**config.mk**
```make
export PLATFORM = sky130hd
export DESIGN_NAME = rvt_ring_validate
export DESIGN_NICKNAME = d
export VERILOG_FILES = /design/src/logic/rvt_pkg.sv /design/src/logic/rvt_qual_if.sv /design/src/logic/rvt_tick_div.sv /design/src/logic/rvt_qual_timer.sv /design/src/logic/rvt_ring_validate.sv
export SDC_FILE = /design/constraint.sdc
export NUM_CORES = 1
export LEC_CHECK = 0
export ABC_CLOCK_PERIOD_IN_PS = 3300
export BUFFER_PORTS_ARGS = -buffer_cell sky130_fd_sc_hd__buf_4
export CAP_MARGIN = 20
export CORE_MARGIN = 2
export CORE_UTILIZATION = 25
export DETAILED_ROUTE_END_ITERATION = 10
export RECOVER_POWER = 25
export SLEW_MARGIN = 30
export SYNTH_ARGS = -nofsm -noshare
export SYNTH_HDL_FRONTEND = slang
export SYNTH_SLANG_ARGS = --single-unit
```
**constraint.sdc**
```tcl
create_clock -name clk -period 3.3 [get_ports clk]
set_input_delay 0.33 -clock clk [delete_from_list [all_inputs] [get_ports clk]]
set_output_delay 0.33 -clock clk [all_outputs]
set_load 0.005 [all_outputs]
```
**src/logic/rvt_pkg.sv**
```systemverilog
// ring validation timing: shared constants, register map and state codes
// assumes a 10 MHz clock and a 2 ms base tick made from it
`default_nettype none
package rvt_pkg;

	// ==========================================================
	// clock and timing base
	localparam int CLK_PERIOD_NS  = 100;
	localparam int TICK_PERIOD_NS = 2_000_000;
	localparam int TICK_MS        = 2;
	localparam int TICK_CYCLES    = TICK_PERIOD_NS / CLK_PERIOD_NS;
	localparam int CNT_W          = 10;
	localparam int FREQ_W         = 6;

	// ==========================================================
	// register offsets and reset values
	localparam logic [7:0] OFF_CTRL1 = 8'h16;
	localparam logic [7:0] OFF_CTRL2 = 8'h17;
	localparam logic [7:0] OFF_CTRL3 = 8'h18;
	localparam logic [7:0] OFF_STAT  = 8'h40;
	localparam logic [7:0] RST_CTRL1 = 8'h00;
	localparam logic [7:0] RST_CTRL2 = 8'h2d;
	localparam logic [7:0] RST_CTRL3 = 8'h19;

	// ==========================================================
	// field positions
	localparam int DLY_LO_MSB = 7;
	localparam int DLY_LO_LSB = 6;
	localparam int MAXF_MSB   = 5;
	localparam int DLY_HI_BIT = 7;
	localparam int END_TO_MSB = 6;
	localparam int END_TO_LSB = 3;
	localparam int CONF_MSB   = 2;
	localparam int EN_BIT     = 7;
	localparam int RSVD_BIT   = 6;
	localparam int MINF_MSB   = 5;

	// ==========================================================
	// time steps and confirmation table, in ms
	localparam int DLY_STEP_MS = 256;
	localparam int END_STEP_MS = 128;
	localparam int CONF_MS_0   = 100;
	localparam int CONF_MS_1   = 150;
	localparam int CONF_MS_2   = 200;
	localparam int CONF_MS_3   = 256;
	localparam int CONF_MS_4   = 384;
	localparam int CONF_MS_5   = 512;
	localparam int CONF_MS_6   = 640;
	localparam int CONF_MS_7   = 1024;

	// ==========================================================
	// qualifier states
	typedef enum logic [3:0] {
		ST_IDLE    = 4'h1,
		ST_CONFIRM = 4'h2,
		ST_DELAY   = 4'h4,
		ST_VALID   = 4'h8
	} rvt_state_t;

endpackage
`default_nettype wire

```
**src/logic/rvt_qual_if.sv**
```systemverilog
// ring validation timing: carrier between the qualifier and its timer
// assumes one clock domain shared by both ends
`timescale 1ns/1ps
`default_nettype none
interface rvt_qual_if;
	logic       tick;
	logic       load;
	logic [5:0] load_val;
	logic [5:0] count;
	logic       expired;

	modport timer (input tick, input load, input load_val,
		output count, output expired);
	modport ctrl (output tick, output load, output load_val,
		input count, input expired);
endinterface
`default_nettype wire

```
**src/logic/rvt_tick_div.sv**
```systemverilog
// ring validation timing: base tick divider
// assumes clk is the only clock; tick is a one-cycle enable
`timescale 1ns/1ps
`default_nettype none
module rvt_tick_div #(
	parameter int CYCLES = rvt_pkg::TICK_CYCLES
) (
	// clock and reset
	input  wire logic clk,
	input  wire logic rst,
	// enable out
	output logic      tick
);
	localparam int W = $clog2(CYCLES);
	localparam logic [W-1:0] LAST = W'(CYCLES - 1);

	logic [W-1:0] cnt_q;

	// ==========================================================
	// free running count, wraps once per tick period
	always_ff @(posedge clk) begin
		if (rst || cnt_q == LAST) begin
			cnt_q <= '0;
		end else begin
			cnt_q <= cnt_q + W'(1);
		end
	end

	assign tick = (cnt_q == LAST);
endmodule
`default_nettype wire

```
**src/logic/rvt_qual_timer.sv**
```systemverilog
// ring validation timing: downcounting frequency qualification timer
// assumes load and tick come from the qualifier on the same clock
`timescale 1ns/1ps
`default_nettype none
module rvt_qual_timer (
	// clock and reset
	input  wire logic clk,
	input  wire logic rst,
	// qualifier side
	rvt_qual_if.timer q
);
	logic [5:0] cnt_q;

	// ==========================================================
	// load wins over tick so an event always restarts the window
	always_ff @(posedge clk) begin
		if (rst) begin
			cnt_q <= '0;
		end else if (q.load) begin
			cnt_q <= q.load_val;
		end else if (q.tick && cnt_q != '0) begin
			cnt_q <= cnt_q - 6'h1;
		end
	end

	assign q.count   = cnt_q;
	assign q.expired = (cnt_q == '0); // holds at zero until reloaded
endmodule
`default_nettype wire

```
**src/logic/rvt_ring_validate.sv**
```systemverilog
// ring validation timing: qualifier, confirmation, delay and ring end
// assumes ring_event is a one-cycle pulse per tip/ring threshold crossing
`timescale 1ns/1ps
`default_nettype none
module rvt_ring_validate #(
	parameter int TICK_CYCLES = rvt_pkg::TICK_CYCLES
) (
	// clock and reset
	input  wire logic       clk,
	input  wire logic       rst,
	// register port
	input  wire logic [7:0] reg_addr,
	input  wire logic [7:0] reg_wdata,
	input  wire logic       reg_we,
	input  wire logic       reg_re,
	output logic      [7:0] reg_rdata,
	// line side events and mode
	input  wire logic       ring_event,
	input  wire logic       low_power,
	// indications
	output logic            ring_valid,
	output logic            ring_end
);
	localparam int CW = rvt_pkg::CNT_W;

	// ==========================================================
	// time code decoding, all results in base ticks
	function automatic logic [CW-1:0] ms_ticks(input int ms);
		ms_ticks = CW'(ms / rvt_pkg::TICK_MS);
	endfunction

	function automatic logic [CW-1:0] conf_ticks(input logic [2:0] c);
		case (c)
			3'h0:    conf_ticks = ms_ticks(rvt_pkg::CONF_MS_0);
			3'h1:    conf_ticks = ms_ticks(rvt_pkg::CONF_MS_1);
			3'h2:    conf_ticks = ms_ticks(rvt_pkg::CONF_MS_2);
			3'h3:    conf_ticks = ms_ticks(rvt_pkg::CONF_MS_3);
			3'h4:    conf_ticks = ms_ticks(rvt_pkg::CONF_MS_4);
			3'h5:    conf_ticks = ms_ticks(rvt_pkg::CONF_MS_5);
			3'h6:    conf_ticks = ms_ticks(rvt_pkg::CONF_MS_6);
			default: conf_ticks = ms_ticks(rvt_pkg::CONF_MS_7);
		endcase
	endfunction

	// ==========================================================
	// configuration registers
	logic [7:0] ctrl1_q;
	logic [7:0] ctrl2_q;
	logic [7:0] ctrl3_q;
	logic [7:0] rdata_q;

	// reserved bit 6 of the enable register is forced to zero
	always_ff @(posedge clk) begin
		if (rst) begin
			ctrl1_q <= rvt_pkg::RST_CTRL1;
			ctrl2_q <= rvt_pkg::RST_CTRL2;
			ctrl3_q <= rvt_pkg::RST_CTRL3;
		end else if (reg_we) begin
			if (reg_addr == rvt_pkg::OFF_CTRL1) begin
				ctrl1_q <= reg_wdata;
			end
			if (reg_addr == rvt_pkg::OFF_CTRL2) begin
				ctrl2_q <= reg_wdata;
			end
			if (reg_addr == rvt_pkg::OFF_CTRL3) begin
				ctrl3_q <= reg_wdata & ~(8'h1 << rvt_pkg::RSVD_BIT);
			end
		end
	end

	// ==========================================================
	// field extraction
	logic [2:0]          dly_code;
	logic [3:0]          tmo_code;
	logic [2:0]          cnf_code;
	logic                qual_en;
	logic [5:0]          minf_lim;
	logic [5:0]          maxf_lim;
	logic [CW-1:0]       dly_t;
	logic [CW-1:0]       tmo_t;
	logic [CW-1:0]       conf_t;

	assign dly_code = {ctrl2_q[rvt_pkg::DLY_HI_BIT],
		ctrl1_q[rvt_pkg::DLY_LO_MSB:rvt_pkg::DLY_LO_LSB]};
	assign tmo_code = ctrl2_q[rvt_pkg::END_TO_MSB:rvt_pkg::END_TO_LSB];
	assign cnf_code = ctrl2_q[rvt_pkg::CONF_MSB:0];
	assign qual_en  = ctrl3_q[rvt_pkg::EN_BIT];
	assign minf_lim = ctrl3_q[rvt_pkg::MINF_MSB:0];
	assign maxf_lim = ctrl1_q[rvt_pkg::MAXF_MSB:0];
	// delay is linear in 256 ms steps; covers every listed code
	assign dly_t  = CW'(dly_code) * ms_ticks(rvt_pkg::DLY_STEP_MS);
	// a zero timeout code is treated as one step so the ring can end
	assign tmo_t  = CW'((tmo_code == 4'h0) ? 4'h1 : tmo_code)
		* ms_ticks(rvt_pkg::END_STEP_MS);
	assign conf_t = conf_ticks(cnf_code);

	// ==========================================================
	// base tick and frequency timer
	logic tick;
	rvt_qual_if q ();

	rvt_tick_div #(
		.CYCLES (TICK_CYCLES)
	) rvt_tick_div_i (
		.clk  (clk),
		.rst  (rst),
		.tick (tick)
	);

	rvt_qual_timer rvt_qual_timer_i (
		.clk (clk),
		.rst (rst),
		.q   (q.timer)
	);

	// every crossing reloads while qualification is enabled; the timer runs at the fixed 2 ms rate
	assign q.tick     = tick;
	assign q.load     = ring_event && qual_en;
	assign q.load_val = minf_lim;

	// ==========================================================
	// spacing check on a following crossing
	logic too_low;
	logic too_high;
	logic bad_event;

	// spacing accepted is min limit minus max limit up to min limit minus one ticks
	assign too_low   = q.expired;
	assign too_high  = (q.count > maxf_lim);
	assign bad_event = ring_event && qual_en && (too_low || too_high);

	// ==========================================================
	// state, phase counter and end-of-ring counter
	rvt_pkg::rvt_state_t state_q;
	rvt_pkg::rvt_state_t state_d;
	logic [CW-1:0]       phase_q;
	logic                phase_clr;
	logic [CW-1:0]       end_q;
	logic                end_hit;
	logic                conf_done;
	logic                dly_done;

	// low_power does not change qualification; both modes behave alike
	assign end_hit   = (state_q != rvt_pkg::ST_IDLE) && !ring_event
		&& (end_q >= tmo_t);
	assign conf_done = (phase_q >= conf_t);
	assign dly_done  = (phase_q >= dly_t);

	always_comb begin
		state_d = state_q;
		case (state_q)
			rvt_pkg::ST_IDLE: begin
				if (ring_event) begin
					state_d = qual_en ? rvt_pkg::ST_CONFIRM
						: rvt_pkg::ST_VALID;
				end
			end
			rvt_pkg::ST_CONFIRM: begin
				if (end_hit) begin
					state_d = rvt_pkg::ST_IDLE;
				end else if (!bad_event && conf_done) begin
					state_d = rvt_pkg::ST_DELAY;
				end
			end
			rvt_pkg::ST_DELAY: begin
				if (end_hit) begin
					state_d = rvt_pkg::ST_IDLE;
				end else if (bad_event) begin
					state_d = rvt_pkg::ST_CONFIRM;
				end else if (dly_done) begin
					state_d = rvt_pkg::ST_VALID;
				end
			end
			rvt_pkg::ST_VALID: begin
				if (end_hit) begin
					state_d = rvt_pkg::ST_IDLE;
				end else if (bad_event) begin
					state_d = rvt_pkg::ST_CONFIRM;
				end
			end
			default: state_d = rvt_pkg::ST_IDLE;
		endcase
	end

	// phase restarts on every state change and on any bad spacing
	assign phase_clr = (state_d != state_q) || bad_event;

	always_ff @(posedge clk) begin
		if (rst) begin
			state_q <= rvt_pkg::ST_IDLE;
		end else begin
			state_q <= state_d;
		end
	end

	// counters saturate so a stalled line cannot wrap them
	always_ff @(posedge clk) begin
		if (rst || phase_clr) begin
			phase_q <= '0;
		end else if (tick && phase_q != '1) begin
			phase_q <= phase_q + CW'(1);
		end
	end

	always_ff @(posedge clk) begin
		if (rst || ring_event) begin
			end_q <= '0;
		end else if (tick && end_q != '1) begin
			end_q <= end_q + CW'(1);
		end
	end

	// ==========================================================
	// indications and read data
	logic       ring_valid_q;
	logic       ring_end_q;
	logic [7:0] stat;

	always_ff @(posedge clk) begin
		if (rst) begin
			ring_valid_q <= 1'b0;
			ring_end_q   <= 1'b0;
		end else begin
			ring_valid_q <= (state_d == rvt_pkg::ST_VALID);
			ring_end_q   <= end_hit;
		end
	end

	assign stat = {low_power, 3'h0, state_q};

	always_ff @(posedge clk) begin
		if (rst) begin
			rdata_q <= 8'h00;
		end else if (reg_re) begin
			case (reg_addr)
				rvt_pkg::OFF_CTRL1: rdata_q <= ctrl1_q;
				rvt_pkg::OFF_CTRL2: rdata_q <= ctrl2_q;
				rvt_pkg::OFF_CTRL3: rdata_q <= ctrl3_q;
				rvt_pkg::OFF_STAT:  rdata_q <= stat;
				default:            rdata_q <= 8'h00;
			endcase
		end
	end

	assign reg_rdata  = rdata_q;
	assign ring_valid = ring_valid_q;
	assign ring_end   = ring_end_q;

	// ==========================================================
	// checks
	a_timer_reload: assert property (@(posedge clk) disable iff (rst)
		ring_event && qual_en |=> q.count == $past(minf_lim))
		else $error("timer not loaded with min limit");
	a_timer_step: assert property (@(posedge clk) disable iff (rst)
		tick && !q.load && q.count != 6'h0
		|=> q.count == $past(q.count) - 6'h1)
		else $error("timer did not decrement");
	a_low_invalid: assert property (@(posedge clk) disable iff (rst)
		state_q == rvt_pkg::ST_CONFIRM && ring_event && qual_en
		&& q.expired |=> state_q != rvt_pkg::ST_DELAY && phase_q == '0)
		else $error("slow ring not invalidated");
	a_high_invalid: assert property (@(posedge clk) disable iff (rst)
		state_q == rvt_pkg::ST_VALID && ring_event && qual_en
		&& q.count > maxf_lim |=> !ring_valid)
		else $error("fast ring not invalidated");
	a_confirm_done: assert property (@(posedge clk) disable iff (rst)
		state_q == rvt_pkg::ST_CONFIRM && !end_hit && !bad_event
		&& phase_q >= conf_t |=> state_q == rvt_pkg::ST_DELAY)
		else $error("confirmed ring did not advance");
	a_no_early_valid: assert property (@(posedge clk)
		disable iff (rst)
		$rose(ring_valid) && qual_en |-> $past(state_q) == rvt_pkg::ST_DELAY
		&& $past(phase_q) >= $past(dly_t))
		else $error("ring valid before delay elapsed");
	a_bypass_valid: assert property (@(posedge clk) disable iff (rst)
		state_q == rvt_pkg::ST_IDLE && ring_event && !qual_en
		|=> ring_valid && state_q == rvt_pkg::ST_VALID)
		else $error("bypass did not indicate ring");
	a_ring_over: assert property (@(posedge clk) disable iff (rst)
		state_q != rvt_pkg::ST_IDLE && !ring_event && end_q >= tmo_t
		|=> state_q == rvt_pkg::ST_IDLE ##0 ring_end ##1 !ring_end)
		else $error("ring end not declared on timeout");
	a_end_held_off: assert property (@(posedge clk) disable iff (rst)
		ring_event |=> !ring_end)
		else $error("ring end despite fresh crossing");
	a_timeout_scale: assert property (@(posedge clk)
		disable iff (rst) tmo_code != 4'h0
		|-> tmo_t == CW'(tmo_code)
		* CW'(rvt_pkg::END_STEP_MS / rvt_pkg::TICK_MS))
		else $error("timeout scaling wrong");
endmodule
`default_nettype wire

```
# Word-level counts from Yosys, hierarchy flattened
# Cells that the tools add are included.
[word_totals]
reg_bits = 78
in_bits = 22
out_inout_bits = 10
word_cells = 77
[op_classes]
n_addsub = 4
n_lt_le_gt_ge = 4
n_eq_ne = 20
muxes = 15
n_reduce_logical = 23
[ops]
columns = ["cell", "count"]
rows = [
  ["$pmux 10 s7", 1],
  ["$mux 4", 10],
  ["$pmux 8 s4", 1],
  ["$ge 10x10->1", 3],
  ["$eq 8x5->1 const B", 3],
  ["$add 10x1->10 const B", 2],
  ["$ne 10x10->1 const B", 2],
  ["$pmux 4 s4", 1],
  ["$add 15x1->15 const B", 1],
  ["$eq 15x15->1 const B", 1],
  ["$mux 6", 2],
  ["$eq 3x3->1 const B", 3],
  ["$eq 4x4->1 const B", 2],
  ["$eq 8x7->1 const B", 1],
  ["$logic_and 1x1->1", 8],
  ["$eq 3x2->1 const B", 2],
  ["$gt 6x6->1", 1],
  ["$logic_not 6->1", 1],
  ["$reduce_and 2->1", 3],
  ["$reduce_bool 6->1", 1],
  ["$sub 6x1->6 const B", 1],
  ["$logic_or 1x1->1", 5],
  ["$eq 4x1->1 const B", 1],
  ["$eq 4x2->1 const B", 1],
  ["other kinds (8)", 9],
]

# Logic depth before layout (Yosys ltp)
# Gate-level depths: netlist of the first run.
[depth]
ltp_word = 11
mapped_depth = 12

# Cells and area by module
# From an unflattened synthesis of the first run, not the netlist that was laid out.
[hier_totals]
hier_cells = 527
hier_area_um2 = 4511.8
[by_module_without_submodules]
columns = ["mod", "n_inst", "cells_each", "area_per_inst_um2"]
rows = [
  ["rvt_ring_validate", 1, 410, 3465.8],
  ["rvt_tick_div", 1, 75, 674.4],
  ["rvt_qual_timer", 1, 42, 371.6],
]

# Worst setup path after synthesis of the first run
# OpenSTA, ideal clock, no wires.
[synth_path]
path_kind = "reg2reg"
start = "register ctrl2_q[1]"
end = "register phase_q[1]"
setup_ns = 0.079
arrival_time_ns = 2.247
required_time_ns = 3.221
path_slack_ns = 0.973
path_stages_with_launch = 13
period_less_slack_ns = 2.327
cell_sequence = "dfxtp_1 -> clkbuf_1 -> nor2_1 -> and2_1 -> inv_1 -> ha_1 -> a21o_1 -> a21oi_1 -> o221ai_1 -> a221oi_1 -> o21ai_2 -> buf_6 -> a211oi_2"
[synth_between]
elab_chain_cells = 10
[synth_lines]
columns = ["item", "line", "rtl"]
rows = [
  ["start, declared", "rvt_ring_validate.sv:48", "logic [7:0] ctrl2_q;"],
  ["start signal, assigned", "rvt_ring_validate.sv:56", "ctrl2_q <= rvt_pkg::RST_CTRL2;"],
  ["start signal, assigned", "rvt_ring_validate.sv:63", "ctrl2_q <= reg_wdata;"],
  ["$eq 3x3->1, or another cell as far along", "rvt_ring_validate.sv:33", "case (c)"],
  ["$pmux 10 s7 (*)", "rvt_ring_validate.sv:33", ""],
  ["$ge 10x10->1 (*)", "rvt_ring_validate.sv:146", "assign conf_done = (phase_q >= conf_t);"],
  ["$logic_and 1x1->1 (*)", "rvt_ring_validate.sv:161", "end else if (!bad_event && conf_done) begin"],
  ["$mux 4 (*)", "rvt_ring_validate.sv:161", ""],
  ["$mux 4 (*)", "rvt_ring_validate.sv:159", "if (end_hit) begin"],
  ["$pmux 4 s4 (*)", "rvt_ring_validate.sv:151", "case (state_q)"],
  ["$ne 4x4->1 (*)", "rvt_ring_validate.sv:186", "assign phase_clr = (state_d != state_q) || bad_event;"],
  ["$logic_or 1x1->1 (*)", "rvt_ring_validate.sv:186", ""],
  ["$logic_or 1x1->1 (*)", "rvt_ring_validate.sv:198", "if (rst || phase_clr) begin"],
  ["end signal, assigned", "rvt_ring_validate.sv:201", "phase_q <= phase_q + CW'(1);"],
  ["end, declared", "rvt_ring_validate.sv:136", "logic [CW-1:0] phase_q;"],
]
# Every way passes the cells marked *; elsewhere a longest branch is shown, timed or not.
# A chain may end at the register's enable or synchronous reset.

# Worst setup path in the final report of the first run
[layout_path]
start = "register ctrl2_q[1]"
end = "register phase_q[0]"
# Same word-level chain as after synthesis.

==> impl_metrics.toml, run 1 <==
[global_route]
grt_overflow = 0
grt_first_pass_wirelength_mm = 16.79
grtUsageTotal = 0.1064
grt_pass1_vias = 3367
antenna_found_initial = 0
grt_max_degree = 49

[timing]
setup_ws_ps = 694.1
min_period_ps = 2606
hold_viol = 0
maxSlewViolCount = 0
rsz0062_at_grt = "no"
relSlewSlack = 0.5800
fmax_mhz = 383.8
clock_skew_ps = 12.82
setup_viol = 0
worstMarginPinSlew_ps = 630.1
hold_slack_ps = 245.4
fin_setup_tns_ps = 0
period_share = 0.7897

[floorplan]
die_x_um = 138.0
die_area_um2 = 19060
io_pins = 32
num_rows = 49
core_region_area_um2 = 17780
dieHeight_um = 138.0
start_util = 0.2526

[synthesis]
async_flop_share = 0
yosysMostFrequentCell = "dfxtp_1"
muxShareOfSynthArea = 0.05125
synth_top_family_by_area = "simple AND/OR/NAND/NOR gates"
yosysSeqAreaShare = 0.3476
synth_edf_count = 0
synth_xor_area_frac = 0.06825
synth_top_area_frac = 0.3476
ys.flop_type = "dfxtp_1"
ys_ff_latch = 78
synthAdderAreaFrac = 0.08078
synthTopCellsByCount = "dfxtp_1 (78), nor2_1 (77), nand2_1 (36)"
syn_area_um2 = 4492
synth_nets = 578
yosys_warnings = 0
synth-compound-area-share = 0.1582
yosysUniqueCellTypes = 62
yosys.area_share.simple = 0.2351
avgSynthCellArea_um2 = 8.523
synthTopCellsByArea = "dfxtp_1 (35%), ha_1 (8.1%), nor2_1 (6.4%)"
synth_cells = 527
yosys.area.top_type = "dfxtp_1"

[power]
pwr-share-seq = 0.470
p_total_mw = 2.039
ir_drop_mv = 0.2608
p_switching_mw = 0.4607
comb_power_share = 0.047
switching_share = 0.2260
total_leakage_power_nw = 1.929
clkPwrFrac = 0.482
power.density_nw_per_um2 = 391.9
power.internal_mw = 1.578

[routing]
ant_nets = 0
firstDrtPassIters = 4
drc_errors = 0
viasPerCell = 4.624
num_vias = 3611
wl_per_cell_um = 12.87
drt_iter0_markers = 277
wl_mm = 10.05

[setup_path]
reg2reg_depth = 10
required_ps = 3550
critical_path_class = "flip-flop to flip-flop"
startpoint_type = "flip-flop"
critPathMaxFanout = 11
endpoint_kind = "flip-flop"
cp.arrival_ps = 2850

[clocking]
ctsHoldBuffers = 0
cts_post_setup_buffers_inserted = 0
clockBufferDepth = 2
clk_pin_slew_ps = 70
worst_skew_pair.late_latency_ps = 340
cts-buffers-inserted = 9
clock-root-buffer = "clkbuf_16"
htree_num_levels = 3
cts_sinks = 78
post_cts_resized = 0
cts_tree = "done"

[place]
dp_slack_ps = 721.8
placed_cells = 765
gp_congestion = 0.8034
dpl_cell_area_um2 = 4916
numPortBuffers = 31
hpwlAfterDp_mm = 7.510

[run]
cap_viol_max_count = 0

[final_layout]
utilization = 0.2926
fillers = 1907
drive_gt1_frac = 0.1341
fin_area_um2 = 5202
instances_no_fill = 781
areaGrowthSynthToFinish_pct = 15.82
n_antenna_cell = 0
final_nets = 598

[hold_path]
hold_path_class = "input port to flip-flop"
whs_path_depth = 3

[run_status]
status = "completed"
[routing by layer]
| metal | vias up | routed length, µm | GRT usage |
|---|---|---|---|
| li1 | 1886 | - | - |
| met1 | 1672 | 5070 | 0.1457 |
| met2 | 46 | 4534 | 0.1649 |
| met3 | 7 | 347 | 0.02667 |
| met4 | 0 | 100 | 0.03383 |
| met5 | - | 0 | 0 |
[final cells by class]
cell class | count | area, µm² | area share
Clock inverter | 7 | 72.57 | 0.01395
Inverter | 33 | 123.9 | 0.02381
Multi-Input combinational cell | 388 | 2666 | 0.5125
Sequential cell | 78 | 1562 | 0.3001
Clock buffer | 9 | 225.2 | 0.04329
Timing Repair Buffer | 37 | 266.5 | 0.05123
Tap cell | 229 | 286.5 | 0.05507
[power groups by stage]
stage,Clock [mW],Combinational (mW),Sequential (mW)
global route,1.05,0.107,0.959
detailed placement,0,0.0979,0.980
global placement,0,0.0988,0.980
CTS,1.01,0.0983,0.958
finish,0.984,0.0966,0.959
floorplan,0,0.0615,0.974
[state kept, by name, indices dropped and copies added, names as in the netlist]
name and flops:
rvt_qual_timer_i.q.count 6, state_q 4, end_q 10, ring_end 1, rvt_tick_div_i.cnt_q 15, reg_rdata 8, phase_q 10, ctrl3_q 7
ctrl1_q 8, ring_valid 1, ctrl2_q 8
[worst paths after layout]
| path | startpoint | end | slack, ps |
|---|---|---|---|
| max | ctrl2_q[1]$_SDFFE_PP0P_ | phase_q[0]$_SDFFE_PP0P_ | 690 |
| min reg2reg | rvt_tick_div_i.cnt_q[0]$_SDFF_PP0_ | rvt_tick_div_i.cnt_q[0]$_SDFF_PP0_ | 460 |
| min | reg_wdata[3] | ctrl1_q[3]$_SDFFE_PP0P_ | 250 |
| max reg2reg | ctrl2_q[1]$_SDFFE_PP0P_ | phase_q[0]$_SDFFE_PP0P_ | 690 |
[critical path, cell delays in order, from the launching register on]
cell	delay [ps]
dfxtp_1	490
nor2_1	100
and2_1	180
inv_1	50
ha_1	230
a21o_1	180
a21oi_1	140
o221ai_1	130
a221oi_1	480
o21ai_2	290
a211oi_1	250
[logic make-up after synthesis]
group	count (synthesis)
AO/OA/AOI/OAI	93
XOR/XNOR	35
adder cells (fa/ha/maj)	29
buffers and inverters	61
flip-flops	78
multiplexers	23
AND/OR/NAND/NOR	208
[placed cells by master, fill, tap and decap left out, types with 18 or more instances in the layout]
cell type and n:
nand3_1 20, buf_4 24, inv_1 33, mux2i_1 23, nand2_1 36, a21oi_1 25
xor2_1 18, ha_1 29, dfxtp_1 78, nor2_1 77
Power figures use the tool's default switching activity.
==> inputs of run 2 (changes only) <==
ABC_CLOCK_PERIOD_IN_PS = 2650   (was 3300)
clock period = 2.65 ns   (was 3.3 ns; I/O delays follow)
==> run 2 against run 1 <==
Effect of this change: global-route usage increased by 0.41 points; routed wire length increased by 1.6%; sequential share of layout area decreased by 0.21 points; register-to-register slack got worse by 510 ps; hold slack got worse by 73 ps.
==> impl_metrics.toml, run 2 (same netlist as run 1, synthesis figures left out) <==
[run_status]
status = "completed"

[power]
p_total_mw = 2.472
power.internal_mw = 1.895
total_leakage_power_nw = 1.949
ir_drop_mv = 0.2866
comb_power_share = 0.051
pwr-share-seq = 0.482
power.density_nw_per_um2 = 471.9
switching_share = 0.2333
p_switching_mw = 0.5766
clkPwrFrac = 0.468

[routing]
drt_iter0_markers = 171
firstDrtPassIters = 4
num_vias = 3662
wl_mm = 10.22
ant_nets = 0
wl_per_cell_um = 12.98
viasPerCell = 4.653
drc_errors = 0

[floorplan]
io_pins = 32
num_rows = 49
die_area_um2 = 19060
die_x_um = 138.0
start_util = 0.2526
dieHeight_um = 138.0
core_region_area_um2 = 17780

[timing]
period_share = 0.9316
clock_skew_ps = 8.318
setup_viol = 0
hold_slack_ps = 172.3
worstMarginPinSlew_ps = 601.4
maxSlewViolCount = 0
hold_viol = 0
relSlewSlack = 0.5990
min_period_ps = 2469
rsz0062_at_grt = "no"
fmax_mhz = 405.1
fin_setup_tns_ps = 0

[final_layout]
fillers = 1927
largest_reg_flops = 15
final_common_cell = "dfxtp_1"
regMostFlops = "rvt_tick_div_i.cnt_q"
reg_top3 = "rvt_tick_div_i.cnt_q (15), end_q (10), phase_q (10)"
final_cell_mix = "dfxtp_1 (78), nor2_1 (77), nand2_1 (36), inv_1 (33), buf_4 (31)"
areaGrowthSynthToFinish_pct = 16.63
drive_gt1_frac = 0.1434
n_antenna_cell = 0
ff_latch_area_um2 = 1562
final_nets = 605
multi_input_area_um2 = 2673

[setup_path]
critPathMaxFanout = 10
cp.arrival_ps = 2730
startpoint_type = "flip-flop"
endpoint_kind = "flip-flop"
critical_path_class = "flip-flop to flip-flop"
required_ps = 2910

[global_route]
grt_first_pass_wirelength_mm = 17.38
grt_overflow = 0
antenna_found_initial = 0
grtUsageTotal = 0.1106
grt_max_degree = 49
grt_pass1_vias = 3485

[run]
cap_viol_max_count = 0

[clocking]
cts_sinks = 78
worst_skew_pair.late_latency_ps = 350
cts-buffers-inserted = 9
htree_num_levels = 3
cts_tree = "done"
ctsHoldBuffers = 0
clockBufferDepth = 2
post_cts_resized = 0
cts_post_setup_buffers_inserted = 0
clock-root-buffer = "clkbuf_16"
clk_pin_slew_ps = 60

[place]
hpwlAfterDp_mm = 7.596
gp_congestion = 0.7844
numPortBuffers = 31

[hold_path]
hold_path_class = "input port to flip-flop"
-- run 2: critical path: stages, from the launching register on --
cell and delay, ps:
dfxtp_1 370, inv_1 80, a31o_2 250, ha_1 260
and4b_1 200, a211oi_2 360, o21ai_0 170, o211ai_1 210
nand4bb_1 110, buf_4 200, a211oi_1 200
-- run 2: final cells by class --
cell class / count / area share
Clock buffer: 11 / 0.04633
Clock inverter: 4 / 0.006210
Sequential cell: 78 / 0.2981
Multi-Input combinational cell: 388 / 0.5102
Timing Repair Buffer: 44 / 0.06090
Inverter: 33 / 0.02364
Tap cell: 229 / 0.05469
-- run 2: per-layer routing --
layer | part of all wire | track usage | up-vias
met4 | 0.015 | 0.03867 | 0
li1 | - | - | 1900
met5 | 0 | 0 | -
met3 | 0.038 | 0.02529 | 12
met1 | 0.50 | 0.1504 | 1701
met2 | 0.45 | 0.1725 | 49
-- run 2: final timing paths --
check        slack (ps)                                 end  depth (start not counted)                               start
min reg2reg         470  rvt_tick_div_i.cnt_q[0]$_SDFF_PP0_                          1  rvt_tick_div_i.cnt_q[0]$_SDFF_PP0_
max reg2reg         180             phase_q[0]$_SDFFE_PP0P_                         10             ctrl2_q[6]$_SDFFE_PP0P_
max                 180             phase_q[0]$_SDFFE_PP0P_                         10             ctrl2_q[6]$_SDFFE_PP0P_
min                 170             ctrl1_q[0]$_SDFFE_PP0P_                          3                        reg_wdata[0]
-- run 2: stage by stage --
step                      cells  area (µm²)  utilization  worst slack [ps]
after floorplan             527        4492            -             323.5
after global placement      772        4969       0.2795             213.1
after detailed placement    772        4969       0.2795             172.4
after CTS                   787        5244       0.2949             150.1
after global routing        787        5239       0.2947             14.03
final                       787        5239       0.2947             181.2
-- run 2: power by group through the flow --
stage | logic, mW | registers (mW) | clock network (mW)
2_1_floorplan | 0.0766 | 1.21 | 0
3_3_place_gp | 0.128 | 1.22 | 0
3_5_place_dp | 0.127 | 1.22 | 0
4_1_cts | 0.128 | 1.19 | 1.19
5_1_grt | 0.140 | 1.19 | 1.23
6_report | 0.126 | 1.19 | 1.16
